[src/exec_subset_consts.svh]
`ifndef EXEC_SUBSET_CONSTS_SVH
`define EXEC_SUBSET_CONSTS_SVH

// Register byte addresses
`define REG_CTRL 12'h000
`define REG_STATUS 12'h004
`define REG_ACC 12'h008
`define REG_TABLE_PTR_LOW 12'h00C
`define REG_TABLE_PTR_HIGH 12'h010
`define REG_TABLE_HIGH_LATCH 12'h014
`define REG_CYCLES 12'h018
`define REG_MEM_BASE 12'h400

// Control register fields
`define CTRL_OP_LSB 0
`define CTRL_OP_MSB 5
`define CTRL_ADDR_LSB 8
`define CTRL_ADDR_MSB 15
`define CTRL_BIT_LSB 16
`define CTRL_BIT_MSB 18
`define CTRL_IMM_LSB 24
`define CTRL_IMM_MSB 31

// Status register fields
`define ST_C 0
`define ST_NIBBLE_BORROW 1
`define ST_Z 2
`define ST_SIGNED_WRAP 3
`define ST_BUSY 4
`define ST_SKIP 5
`define ST_BAD_OP 6

// Constant values
`define BYTE_ONES 8'hFF
`define BYTE_ZERO 8'h00
`define BYTE_ONE 8'h01
`define LAST_PAGE 8'hFF
`define ONE_CYCLE 2'h1
`define TWO_CYCLES 2'h2

`endif

[src/exec_subset_pkg.sv]
package exec_subset_pkg;

  typedef enum logic [2:0] {
    ST_IDLE = 3'b000,
    ST_EXEC = 3'b001,
    ST_DUMMY = 3'b010,
    ST_TAB_ADDR = 3'b011,
    ST_TAB_DATA = 3'b100
  } fsm_t;

  typedef enum logic [5:0] {
    OP_ROTATE_RIGHT_THROUGH_CARRY = 6'b000000,
    OP_ROTATE_RIGHT_CARRY_TO_ACCUMULATOR = 6'b000001,
    OP_SUBTRACT_WITH_BORROW = 6'b000010,
    OP_SUBTRACT_BORROW_TO_MEMORY = 6'b000011,
    OP_SUBTRACT = 6'b000100,
    OP_SUBTRACT_TO_MEMORY = 6'b000101,
    OP_SUBTRACT_IMMEDIATE = 6'b000110,
    OP_DECREMENT_SKIP_IF_ZERO = 6'b000111,
    OP_DECREMENT_SKIP_TO_ACCUMULATOR = 6'b001000,
    OP_INCREMENT_SKIP_IF_ZERO = 6'b001001,
    OP_INCREMENT_SKIP_TO_ACCUMULATOR = 6'b001010,
    OP_SET_BYTE = 6'b001011,
    OP_SET_BIT = 6'b001100,
    OP_SKIP_IF_BIT_SET = 6'b001101,
    OP_SKIP_IF_BIT_CLEAR = 6'b001110,
    OP_SKIP_IF_ZERO_TEST = 6'b001111,
    OP_COPY_AND_SKIP_IF_ZERO = 6'b010000,
    OP_NIBBLE_EXCHANGE = 6'b010001,
    OP_NIBBLE_EXCHANGE_TO_ACCUMULATOR = 6'b010010,
    OP_TABLE_READ_CURRENT_PAGE = 6'b010011,
    OP_TABLE_READ_LAST_PAGE = 6'b010100,
    OP_EXCLUSIVE_OR = 6'b010101,
    OP_EXCLUSIVE_OR_TO_MEMORY = 6'b010110,
    OP_EXCLUSIVE_OR_IMMEDIATE = 6'b010111
  } op_t;

  typedef struct packed {
    logic psel;
    logic penable;
    logic pwrite;
    logic [11:0] paddr;
    logic [31:0] pwdata;
  } apb_req_t;

  typedef struct packed {
    logic pready;
    logic pslverr;
    logic [31:0] prdata;
  } apb_rsp_t;

  typedef struct packed {
    logic carry;
    logic nibble_borrow_flag;
    logic zero;
    logic signed_wrap_flag;
  } flags_t;

  typedef struct packed {
    fsm_t fsm;
    op_t op;
    logic [7:0] addr;
    logic [2:0] bitsel;
    logic [7:0] imm;
    logic [7:0] acc;
    flags_t flags;
    logic [7:0] table_pointer_low;
    logic [7:0] table_pointer_high;
    logic [7:0] table_high_byte_latch;
    logic skip;
    logic bad_op;
    logic [1:0] cycles;
    logic [15:0] prog_addr;
    logic prog_rd;
    logic busy;
    logic dummy;
    apb_rsp_t apb;
  } state_t;

endpackage : exec_subset_pkg

[src/exec_subset.sv]
// Notes on behaviour
// - Memory rotate right through carry, written back
// - Accumulator rotate form leaves memory unchanged
// - Subtract memory and inverted carry into accumulator
// - Borrow subtract form writes result to memory
// - Carry clear if negative, set otherwise
// - Plain subtract to accumulator or memory
// - Immediate subtract into accumulator, flags updated
// - Decrement memory, skip on zero, flags kept
// - Increment memory, skip on zero, flags kept
// - Accumulator step forms skip on zero result
// - A skip adds one dummy instruction cycle
// - Byte set writes all ones, flags kept
// - Bit set forces selected bit to one
// - Skip when selected memory bit is one
// - Skip when selected memory bit is zero
// - Skip when whole memory byte is zero
// - Copy byte to accumulator, skip if zero
// - Nibble swap to memory or accumulator only
// - Table read uses high and low pointers
// - Last page table read uses low pointer
// - Exclusive-or to accumulator or memory, zero flag
//
// Implementation choices: the register offsets and the APB register port.
`timescale 1ns/1ps
`include "exec_subset_consts.svh"

module exec_subset #(
  parameter int DM_DEPTH = 256
) (
  // Clock and reset
  input wire logic i_clk,
  input wire logic i_srst,
  // Register bus
  input wire exec_subset_pkg::apb_req_t i_apb,
  output exec_subset_pkg::apb_rsp_t o_apb,
  // Program memory read port, data one cycle after the address
  output logic [15:0] o_prog_addr,
  output logic o_prog_rd,
  input wire logic [15:0] i_prog_data,
  // Execution status
  output logic o_busy,
  output logic o_skip,
  output logic o_dummy_cycle
);

  exec_subset_pkg::state_t state;
  exec_subset_pkg::state_t next_state;

  logic [7:0] data_mem [DM_DEPTH];
  logic mem_we;
  logic [7:0] mem_wa;
  logic [7:0] mem_wd;

  // True when an address is word aligned and falls in the data memory window
  function automatic logic in_mem_window(input logic [11:0] a);
    logic [11:0] rel;
    rel = a - `REG_MEM_BASE;
    in_mem_window = (a >= `REG_MEM_BASE) && (32'(rel[11:2]) < DM_DEPTH) && (a[1:0] == 2'b00);
  endfunction : in_mem_window

  // Zero test shared by flags and skips
  function automatic logic is_zero(input logic [7:0] v);
    is_zero = (v == `BYTE_ZERO);
  endfunction : is_zero

  always_comb
  begin
    logic [7:0] m;
    logic [7:0] sb;
    logic borrow_in;
    logic [8:0] diff9;
    logic [4:0] low5;
    logic [7:0] res;
    logic [7:0] mask;
    logic [11:0] rel;
    logic first_access;
    logic complete;
    m = `BYTE_ZERO;
    sb = `BYTE_ZERO;
    borrow_in = 1'b0;
    diff9 = 9'h000;
    low5 = 5'h00;
    res = `BYTE_ZERO;
    mask = `BYTE_ZERO;
    rel = i_apb.paddr - `REG_MEM_BASE;
    first_access = i_apb.psel && i_apb.penable && !state.apb.pready;
    complete = i_apb.psel && i_apb.penable && state.apb.pready;
    next_state = state;
    next_state.prog_rd = 1'b0;
    mem_we = 1'b0;
    mem_wa = state.addr;
    mem_wd = `BYTE_ZERO;

    // Register bus: answer one cycle into the access phase
    next_state.apb.pready = first_access;
    if (first_access)
    begin
      next_state.apb.pslverr = 1'b0;
      next_state.apb.prdata = 32'h0000_0000;
      if (in_mem_window(i_apb.paddr))
      begin
        next_state.apb.prdata = {24'h00_0000, data_mem[rel[9:2]]};
        next_state.apb.pslverr = i_apb.pwrite && (state.fsm != exec_subset_pkg::ST_IDLE);
      end
      else
      begin
        case (i_apb.paddr)
          `REG_CTRL:
          begin
            next_state.apb.prdata = {state.imm, 5'h00, state.bitsel, state.addr, 2'b00, state.op};
            next_state.apb.pslverr = i_apb.pwrite && (state.fsm != exec_subset_pkg::ST_IDLE);
          end
          `REG_STATUS:
          begin
            next_state.apb.prdata[`ST_C] = state.flags.carry;
            next_state.apb.prdata[`ST_NIBBLE_BORROW] = state.flags.nibble_borrow_flag;
            next_state.apb.prdata[`ST_Z] = state.flags.zero;
            next_state.apb.prdata[`ST_SIGNED_WRAP] = state.flags.signed_wrap_flag;
            next_state.apb.prdata[`ST_BUSY] = (state.fsm != exec_subset_pkg::ST_IDLE);
            next_state.apb.prdata[`ST_SKIP] = state.skip;
            next_state.apb.prdata[`ST_BAD_OP] = state.bad_op;
            next_state.apb.pslverr = i_apb.pwrite && (state.fsm != exec_subset_pkg::ST_IDLE);
          end
          `REG_ACC:
          begin
            next_state.apb.prdata = {24'h00_0000, state.acc};
            next_state.apb.pslverr = i_apb.pwrite && (state.fsm != exec_subset_pkg::ST_IDLE);
          end
          `REG_TABLE_PTR_LOW:
          begin
            next_state.apb.prdata = {24'h00_0000, state.table_pointer_low};
          end
          `REG_TABLE_PTR_HIGH:
          begin
            next_state.apb.prdata = {24'h00_0000, state.table_pointer_high};
          end
          `REG_TABLE_HIGH_LATCH:
          begin
            next_state.apb.prdata = {24'h00_0000, state.table_high_byte_latch};
            next_state.apb.pslverr = i_apb.pwrite;
          end
          `REG_CYCLES:
          begin
            next_state.apb.prdata = {30'h0000_0000, state.cycles};
            next_state.apb.pslverr = i_apb.pwrite;
          end
          default:
          begin
            next_state.apb.pslverr = 1'b1;
          end
        endcase
      end
    end

    // Writes take effect at the completing edge only
    if (complete && i_apb.pwrite && !state.apb.pslverr)
    begin
      if (in_mem_window(i_apb.paddr))
      begin
        mem_we = 1'b1;
        mem_wa = rel[9:2];
        mem_wd = i_apb.pwdata[7:0];
      end
      else
      begin
        case (i_apb.paddr)
          `REG_CTRL:
          begin
            next_state.op = exec_subset_pkg::op_t'(i_apb.pwdata[`CTRL_OP_MSB:`CTRL_OP_LSB]);
            next_state.addr = i_apb.pwdata[`CTRL_ADDR_MSB:`CTRL_ADDR_LSB];
            next_state.bitsel = i_apb.pwdata[`CTRL_BIT_MSB:`CTRL_BIT_LSB];
            next_state.imm = i_apb.pwdata[`CTRL_IMM_MSB:`CTRL_IMM_LSB];
            next_state.fsm = exec_subset_pkg::ST_EXEC;
          end
          `REG_STATUS:
          begin
            next_state.flags.carry = i_apb.pwdata[`ST_C];
            next_state.flags.nibble_borrow_flag = i_apb.pwdata[`ST_NIBBLE_BORROW];
            next_state.flags.zero = i_apb.pwdata[`ST_Z];
            next_state.flags.signed_wrap_flag = i_apb.pwdata[`ST_SIGNED_WRAP];
          end
          `REG_ACC:
          begin
            next_state.acc = i_apb.pwdata[7:0];
          end
          `REG_TABLE_PTR_LOW:
          begin
            next_state.table_pointer_low = i_apb.pwdata[7:0];
          end
          `REG_TABLE_PTR_HIGH:
          begin
            next_state.table_pointer_high = i_apb.pwdata[7:0];
          end
          default:
          begin
          end
        endcase
      end
    end

    // Instruction sequencer
    case (state.fsm)
      exec_subset_pkg::ST_IDLE:
      begin
      end
      exec_subset_pkg::ST_EXEC:
      begin
        m = data_mem[state.addr];
        mask = 8'(`BYTE_ONE << state.bitsel);
        next_state.skip = 1'b0;
        next_state.bad_op = 1'b0;
        next_state.cycles = `ONE_CYCLE;
        next_state.fsm = exec_subset_pkg::ST_IDLE;
        // Shared subtractor; borrow-in only for the borrow forms
        sb = (state.op == exec_subset_pkg::OP_SUBTRACT_IMMEDIATE) ? state.imm : m;
        borrow_in = ((state.op == exec_subset_pkg::OP_SUBTRACT_WITH_BORROW) ||
                     (state.op == exec_subset_pkg::OP_SUBTRACT_BORROW_TO_MEMORY)) &&
                    !state.flags.carry;
        diff9 = {1'b0, state.acc} - {1'b0, sb} - {8'h00, borrow_in};
        low5 = {1'b0, state.acc[3:0]} - {1'b0, sb[3:0]} - {4'h0, borrow_in};
        case (state.op)
          exec_subset_pkg::OP_ROTATE_RIGHT_THROUGH_CARRY:
          begin
            mem_we = 1'b1;
            mem_wd = {state.flags.carry, m[7:1]};
            next_state.flags.carry = m[0];
          end
          exec_subset_pkg::OP_ROTATE_RIGHT_CARRY_TO_ACCUMULATOR:
          begin
            next_state.acc = {state.flags.carry, m[7:1]};
            next_state.flags.carry = m[0];
          end
          exec_subset_pkg::OP_SUBTRACT_WITH_BORROW,
          exec_subset_pkg::OP_SUBTRACT_BORROW_TO_MEMORY,
          exec_subset_pkg::OP_SUBTRACT,
          exec_subset_pkg::OP_SUBTRACT_TO_MEMORY,
          exec_subset_pkg::OP_SUBTRACT_IMMEDIATE:
          begin
            res = diff9[7:0];
            if ((state.op == exec_subset_pkg::OP_SUBTRACT_BORROW_TO_MEMORY) ||
                (state.op == exec_subset_pkg::OP_SUBTRACT_TO_MEMORY))
            begin
              mem_we = 1'b1;
              mem_wd = res;
            end
            else
            begin
              next_state.acc = res;
            end
            next_state.flags.carry = !diff9[8];
            next_state.flags.nibble_borrow_flag = low5[4];
            next_state.flags.zero = is_zero(res);
            next_state.flags.signed_wrap_flag = (state.acc[7] ^ sb[7]) &
                                                (state.acc[7] ^ res[7]);
          end
          exec_subset_pkg::OP_DECREMENT_SKIP_IF_ZERO,
          exec_subset_pkg::OP_INCREMENT_SKIP_IF_ZERO:
          begin
            res = (state.op == exec_subset_pkg::OP_DECREMENT_SKIP_IF_ZERO) ?
                  8'(m - `BYTE_ONE) : 8'(m + `BYTE_ONE);
            mem_we = 1'b1;
            mem_wd = res;
            next_state.skip = is_zero(res);
          end
          exec_subset_pkg::OP_DECREMENT_SKIP_TO_ACCUMULATOR,
          exec_subset_pkg::OP_INCREMENT_SKIP_TO_ACCUMULATOR:
          begin
            res = (state.op == exec_subset_pkg::OP_DECREMENT_SKIP_TO_ACCUMULATOR) ?
                  8'(m - `BYTE_ONE) : 8'(m + `BYTE_ONE);
            next_state.acc = res;
            next_state.skip = is_zero(res);
          end
          exec_subset_pkg::OP_SET_BYTE:
          begin
            mem_we = 1'b1;
            mem_wd = `BYTE_ONES;
          end
          exec_subset_pkg::OP_SET_BIT:
          begin
            mem_we = 1'b1;
            mem_wd = m | mask;
          end
          exec_subset_pkg::OP_SKIP_IF_BIT_SET:
          begin
            next_state.skip = |(m & mask);
          end
          exec_subset_pkg::OP_SKIP_IF_BIT_CLEAR:
          begin
            next_state.skip = !(|(m & mask));
          end
          exec_subset_pkg::OP_SKIP_IF_ZERO_TEST:
          begin
            next_state.skip = is_zero(m);
          end
          exec_subset_pkg::OP_COPY_AND_SKIP_IF_ZERO:
          begin
            next_state.acc = m;
            next_state.skip = is_zero(m);
          end
          exec_subset_pkg::OP_NIBBLE_EXCHANGE:
          begin
            mem_we = 1'b1;
            mem_wd = {m[3:0], m[7:4]};
          end
          exec_subset_pkg::OP_NIBBLE_EXCHANGE_TO_ACCUMULATOR:
          begin
            next_state.acc = {m[3:0], m[7:4]};
          end
          exec_subset_pkg::OP_TABLE_READ_CURRENT_PAGE:
          begin
            next_state.prog_addr = {state.table_pointer_high, state.table_pointer_low};
            next_state.prog_rd = 1'b1;
            next_state.cycles = `TWO_CYCLES;
            next_state.fsm = exec_subset_pkg::ST_TAB_ADDR;
          end
          exec_subset_pkg::OP_TABLE_READ_LAST_PAGE:
          begin
            next_state.prog_addr = {`LAST_PAGE, state.table_pointer_low};
            next_state.prog_rd = 1'b1;
            next_state.cycles = `TWO_CYCLES;
            next_state.fsm = exec_subset_pkg::ST_TAB_ADDR;
          end
          exec_subset_pkg::OP_EXCLUSIVE_OR,
          exec_subset_pkg::OP_EXCLUSIVE_OR_IMMEDIATE:
          begin
            res = state.acc ^ ((state.op == exec_subset_pkg::OP_EXCLUSIVE_OR) ? m : state.imm);
            next_state.acc = res;
            next_state.flags.zero = is_zero(res);
          end
          exec_subset_pkg::OP_EXCLUSIVE_OR_TO_MEMORY:
          begin
            res = state.acc ^ m;
            mem_we = 1'b1;
            mem_wd = res;
            next_state.flags.zero = is_zero(res);
          end
          default:
          begin
            next_state.bad_op = 1'b1;
          end
        endcase
        if (next_state.skip)
        begin
          next_state.cycles = `TWO_CYCLES;
          next_state.fsm = exec_subset_pkg::ST_DUMMY;
        end
      end
      exec_subset_pkg::ST_DUMMY:
      begin
        next_state.fsm = exec_subset_pkg::ST_IDLE;
      end
      exec_subset_pkg::ST_TAB_ADDR:
      begin
        next_state.fsm = exec_subset_pkg::ST_TAB_DATA;
      end
      exec_subset_pkg::ST_TAB_DATA:
      begin
        mem_we = 1'b1;
        mem_wd = i_prog_data[7:0];
        next_state.table_high_byte_latch = i_prog_data[15:8];
        next_state.fsm = exec_subset_pkg::ST_IDLE;
      end
      default:
      begin
        next_state.fsm = exec_subset_pkg::ST_IDLE;
      end
    endcase
    next_state.busy = (next_state.fsm != exec_subset_pkg::ST_IDLE);
    next_state.dummy = (next_state.fsm == exec_subset_pkg::ST_DUMMY);
  end

  always_ff @(posedge i_clk)
  begin
    if (i_srst)
    begin
      state <= '0;
    end
    else
    begin
      state <= next_state;
    end
  end

  // Data memory
  always_ff @(posedge i_clk)
  begin
    if (mem_we)
    begin
      data_mem[mem_wa] <= mem_wd;
    end
  end
  assign o_apb = state.apb;
  assign o_prog_addr = state.prog_addr;
  assign o_prog_rd = state.prog_rd;
  assign o_busy = state.busy;
  assign o_skip = state.skip;
  assign o_dummy_cycle = state.dummy;

endmodule : exec_subset

[config.mk]
export PLATFORM = sky130hd
export DESIGN_NAME = exec_subset
export DESIGN_NICKNAME = d
export VERILOG_FILES = /design/src/exec_subset_pkg.sv /design/src/exec_subset.sv
export VERILOG_INCLUDE_DIRS = /design/src
export SDC_FILE = /design/constraint.sdc
export NUM_CORES = 2
export LEC_CHECK = 0
export BUFFER_PORTS_ARGS = -buffer_cell sky130_fd_sc_hd__buf_2
export CAP_MARGIN = 20
export CELL_PAD_IN_SITES_DETAIL_PLACEMENT = 1
export CELL_PAD_IN_SITES_GLOBAL_PLACEMENT = 2
export CORE_ASPECT_RATIO = 2
export CORE_MARGIN = 2
export CORE_UTILIZATION = 40
export CTS_CLUSTER_DIAMETER = 80
export DETAILED_ROUTE_END_ITERATION = 8
export PLACE_DENSITY_LB_ADDON = 0.1
export SLEW_MARGIN = 20
export SYNTH_ARGS = -nofsm -noshare
export SYNTH_HDL_FRONTEND = slang
export SYNTH_SLANG_ARGS = --single-unit
[constraint.sdc]
create_clock -name i_clk -period 41.5 [get_ports i_clk]
set_input_delay 2.075 -clock i_clk [delete_from_list [all_inputs] [get_ports i_clk]]
set_output_delay 2.075 -clock i_clk [all_outputs]
set_load 0.01 [all_outputs]
; Word-level counts from Yosys, hierarchy flattened
; Memory sizes are Yosys's and may differ from the RTL's. A register that Yosys moved wholly into a read port is not among the register bits.
; Index checks and enable logic that the tools add are counted.
[word_totals]
register_bits = 121
memories = 1
ram_bits = 2048
in_bits = 65
word_cells = 169
[classes]
reduce_logical = 47
n_eq_ne = 33
add_sub_neg = 7
n_lt_le_gt_ge = 2
shift = 1
mux = 46
bitwise_logic = 9
[mem_list]
columns = memory, depth, width, read_ports, rd_ports_with_merged_regs, write_ports, line_no
row1 = data_mem, 256, 8, 2, 1, 1, exec_subset.sv:50  ; logic [7:0] data_mem [DM_DEPTH];
[ops]
columns = operator, n
row1 = $pmux 25 s5, 1
row2 = $mux 8, 15
row3 = $mux 56, 2
row4 = $pmux 8 s7, 1
row5 = $pmux 7 s7, 1
row6 = $eq 6x4->1 const B, 8
row7 = $eq 6x5->1 const B, 8
row8 = $logic_not 8->1, 6
row9 = $pmux 8 s6, 1
row10 = $pmux 19 s2, 1
row11 = $eq 12x5->1 const B, 3
row12 = $mux 33, 1
row13 = $mux 28, 1
row14 = $eq 12x4->1 const B, 2
row15 = $eq 6x3->1 const B, 4
row16 = $reduce_or 24->1, 1
row17 = $reduce_or 2->1, 9
row18 = $pmux 8 s2, 1
row19 = $xor 8x8->8, 2
row20 = $eq 12x3->1 const B, 1
row21 = $eq 6x2->1 const B, 2
row22 = $ge 12x11->1 const B, 1
row23 = $logic_not 12->1, 1
row24 = $mux 12, 1
row25 = 39 further kinds, 71

; Longest topological paths before layout
[logic_depth]
depth_word = 11
depth_mapped = 32

; Least setup slack after synthesis
; Ideal clock, no wire load.
[synth_path]
path_kind = register to register
start = register (tool-made name)
end = memory data_mem[0][6] (data pin)
stages_incl_launch_ff = 26
arrival_time_ns = 15.181
path_slack_ns = 24.080
synth_period_minus_slack_ns = 17.420
t_required_ns = 39.261
cell_sequence = dfxtp_1 > buf_6 > buf_12 > buf_12 > buf_8 > buf_4 > mux4_2 > a22oi_1 > a21oi_1 > or4_1 > nand2_2 > buf_2 > nor2_1 > a21oi_1 > fa_1 > ha_1 > nor2_1 > fa_1 > nand2_1 > a21oi_1 > o21bai_1 > a21oi_1 > xnor2_1 > o211ai_1 > nor4_1 > o31ai_1
[synth_rtl]
columns = item, line_no
row1 = end: declaration, exec_subset.sv:50

==> summary.md <==
| Metric | Value |
|---|---|
| Synth cell count leaders | `edfxtp_1, mux4_2, nor2_1` |
| Worst-Margin Slew | `between 1 and 1.5 ns` |
| Synthesis Warnings | `0` |
| Initial Util | `0.402` |
| Largest net degree at the start of global routing | `~260` |
| Vias in the first global route | `66100` |
| Maximum VDD drop | `about 0.029 mV` |
| Via count | `61900` |
| CTS sink cnt | `2172` |
| CTS root buffer | `clkbuf_16` |
| Cell area after synthesis | `between 100000 and 150000 um2` |
| Post-Layout Cell Count | `roughly 9600` |
| Critical Path RT | `about 42 ns` |
| Max Fanout on Critical Path | `99` |
| TritonCTS Buffers | `about 210` |
| Worst-Skew Late Latency | `between 0.8 and 0.9 ns` |
| Hold Crit Class | `reg2reg` |
| Htree depth | `4` |
| Syn Area/Cell | `approximately 18 um2` |
| Critical Path Sink Type | `register` |
| Worst rel slew slack | `0.158` |
| Most common cell in the synthesized netlist | `edfxtp_1` |
| Worst-case clock buffer depth | `4` |
| PortBufs | `around 110` |
| Dominant synthesized flop cell | `edfxtp_1` |
| Total wire length | `424 mm` |
| Setup WS pre-CTS | `~30 ns` |
| First-pass GRT wire length | `around 570 mm` |
| Design area | `around 120000 um2` |
| Top-area cell type share of the netlist area | `0.589` |
| Share of the core filled with cells | `0.443` |
| Number of enable flip-flop cells after synthesis | `a little over 2000` |
| LEAKAGE | `39.4 nW` |
| Clock Skews | `0.0456 ns` |
| Final setup fails | `0` |
| Reg clk slew, reported paths | `0.07 ns` |
| Cts hold-fix bufs | `0` |
| Post-route setup TNS | `0 ns` |
| DR pass1 iterations | `5` |
| CTS tree | `yes` |
| Dominant cells by area after synthesis | `edfxtp_1, mux4_2, mux2i_1` |
| Outcome | `completed` |
| Postcts setup bufs | `0` |
| Ys async rst share | `0` |
| Gr ovfl total | `0` |
| Unrepaired setup endpoints after global routing | `no` |
| Placer's final routability congestion estimate | `0.965` |
| DRC viols | `0` |
| Core Region | `around 260000 um2` |
| GRT Total Usage | `0.321` |
| F_max | `just under 0.09 GHz` |
| Setup WS post-layout | `roughly 30 ns` |
| Arrival time worst endpoint | `11.79 ns` |
| IO Pins | `119` |
| Hpwl dp | `299 mm` |
| Sequential share of the synthesized area | `0.612` |
| Initial antenna violation count | `37` |
| Vias/cell | `roughly 6.4` |
| Post-synthesis register bit count | `2172` |
| Yosys top cell by area | `edfxtp_1` |
| CP Class | `reg2reg` |
| Avg WL per Cell | `between 40 and 50 um` |
| Placed cell area | `108000 um2` |
| Nets | `about 6000` |
| Dpl cells | `between 9000 and 10000` |
| Worst hold margin | `between 0.4 and 0.5 ns` |
| Startpoint Class | `register` |
| Fin crit period | `around 11 ns` |
| Final period util | `0.271` |
| Max Cap Viol | `0` |
| Die Span Y | `~730 um` |
| Synthesis-to-finish area growth | `10.2%` |
| Fin. Hold Viols | `0` |
| Slew Viols, Final | `0` |
| Placement row count | `roughly 270` |
| Synth unique cells | `90` |
| Cts repair resizes | `0` |
| Post-Synthesis Cells | `a little under 6000` |
| Die Span X | `between 300 and 400 um` |
| PwrDens | `approximately 38 nW/um2` |
| Die ar. | `~270000 um2` |
| CP max stage delay | `0.77 ns` |
| Slowest-stage cell, CP | `buf_4` |
| ANT nets after route | `0` |
| Tot Pwr | `4.35 mW` |
| Layout cell share with drive strength beyond 1 | `0.292` |
| Iter 0 DRT Violations | `5884` |
## cells in the final DEF, fill, tap and decap left out, types with 35 or more instances in the layout
master     count
edfxtp_1    2048
mux4_2      1040
nor2_1       374
mux2i_1      356
nand2_1      295
a22oi_1      210
clkbuf_16    210
a21oi_1      200
buf_4        199
dfxtp_1      118
nand3_1      104
buf_2        103
o21ai_0       59
clkbuf_1      46
clkinv_1      40
clkinv_2      37
diode_2       35
o22ai_1       35
## registers in the layout, summed over array words and instances (netlist names), named ones only
| name | flops |
|---|---|
| state | 67 |
| o_prog_addr | 16 |
| o_skip | 1 |
| o_apb | 29 |
| o_dummy_cycle | 1 |
| o_busy | 1 |
| data_mem | 2048 |
| o_prog_rd | 1 |
## layer usage
metal | vias up | GRT usage | routed length (um)
met4 | 18 | 0.274 | 43800
met2 | 2584 | 0.582 | 228000
met3 | 1016 | 0.0433 | 20400
li1 | 24700 | - | -
met1 | 33600 | 0.318 | 132000
met5 | - | 0 | 114
## worst max-delay path: cells and delay by family (launching register included)
| kind | cells | cell delay (ns) |
|---|---|---|
| muxes | 1 | 0.70 |
| DFF | 1 | 0.66 |
| xor gates and xnor gates | 1 | 0.28 |
| and+or+nand+nor | 6 | 1.62 |
| buffers and inverters | 6 | 3.98 |
| adders and majority gates | 3 | 0.93 |
| AOI/OAI and AO/OA | 9 | 2.24 |
## logic make-up after synthesis
logic type,share of synthesized area
AO/OA/AOI/OAI,0.0450
XOR/XNOR,0.00293
multiplexers,0.262
adder cells (fa/ha/maj),0.00242
buffers and inverters,0.0300
AND/OR/NAND/NOR,0.0448
other,0.0000359
flip-flops,0.612
## path summary, 6_finish.rpt
check / startpoint / slack (ns) / end / depth (start not counted)
min reg2reg: o_prog_addr[5] / 0.45 / o_prog_addr[5] / 2
min: o_prog_addr[5] / 0.45 / o_prog_addr[5] / 2
max reg2reg: register / 30.25 / data_mem[75][6] / 26
max: register / 30.25 / data_mem[75][6] / 26
## power breakdown
part	switching, mW	internal [mW]	leakage [nW]
registers	0.000298	2.36	24.8
logic	0.0569	0.0322	11.5
clock network	0.877	1.03	3.15
total	0.935	3.42	39.4
## final cells by class
type,count,area (um2)
multi-input combinational,3196,37800
timing repair buffer,322,2360
tap,3471,4340
antenna,35,87.6
clock inverter,109,918
fill,24500,145000
inverter,38,150
sequential,2172,64000
clock buffer,263,5520
No activity file was read; power rests on OpenSTA's default activity.
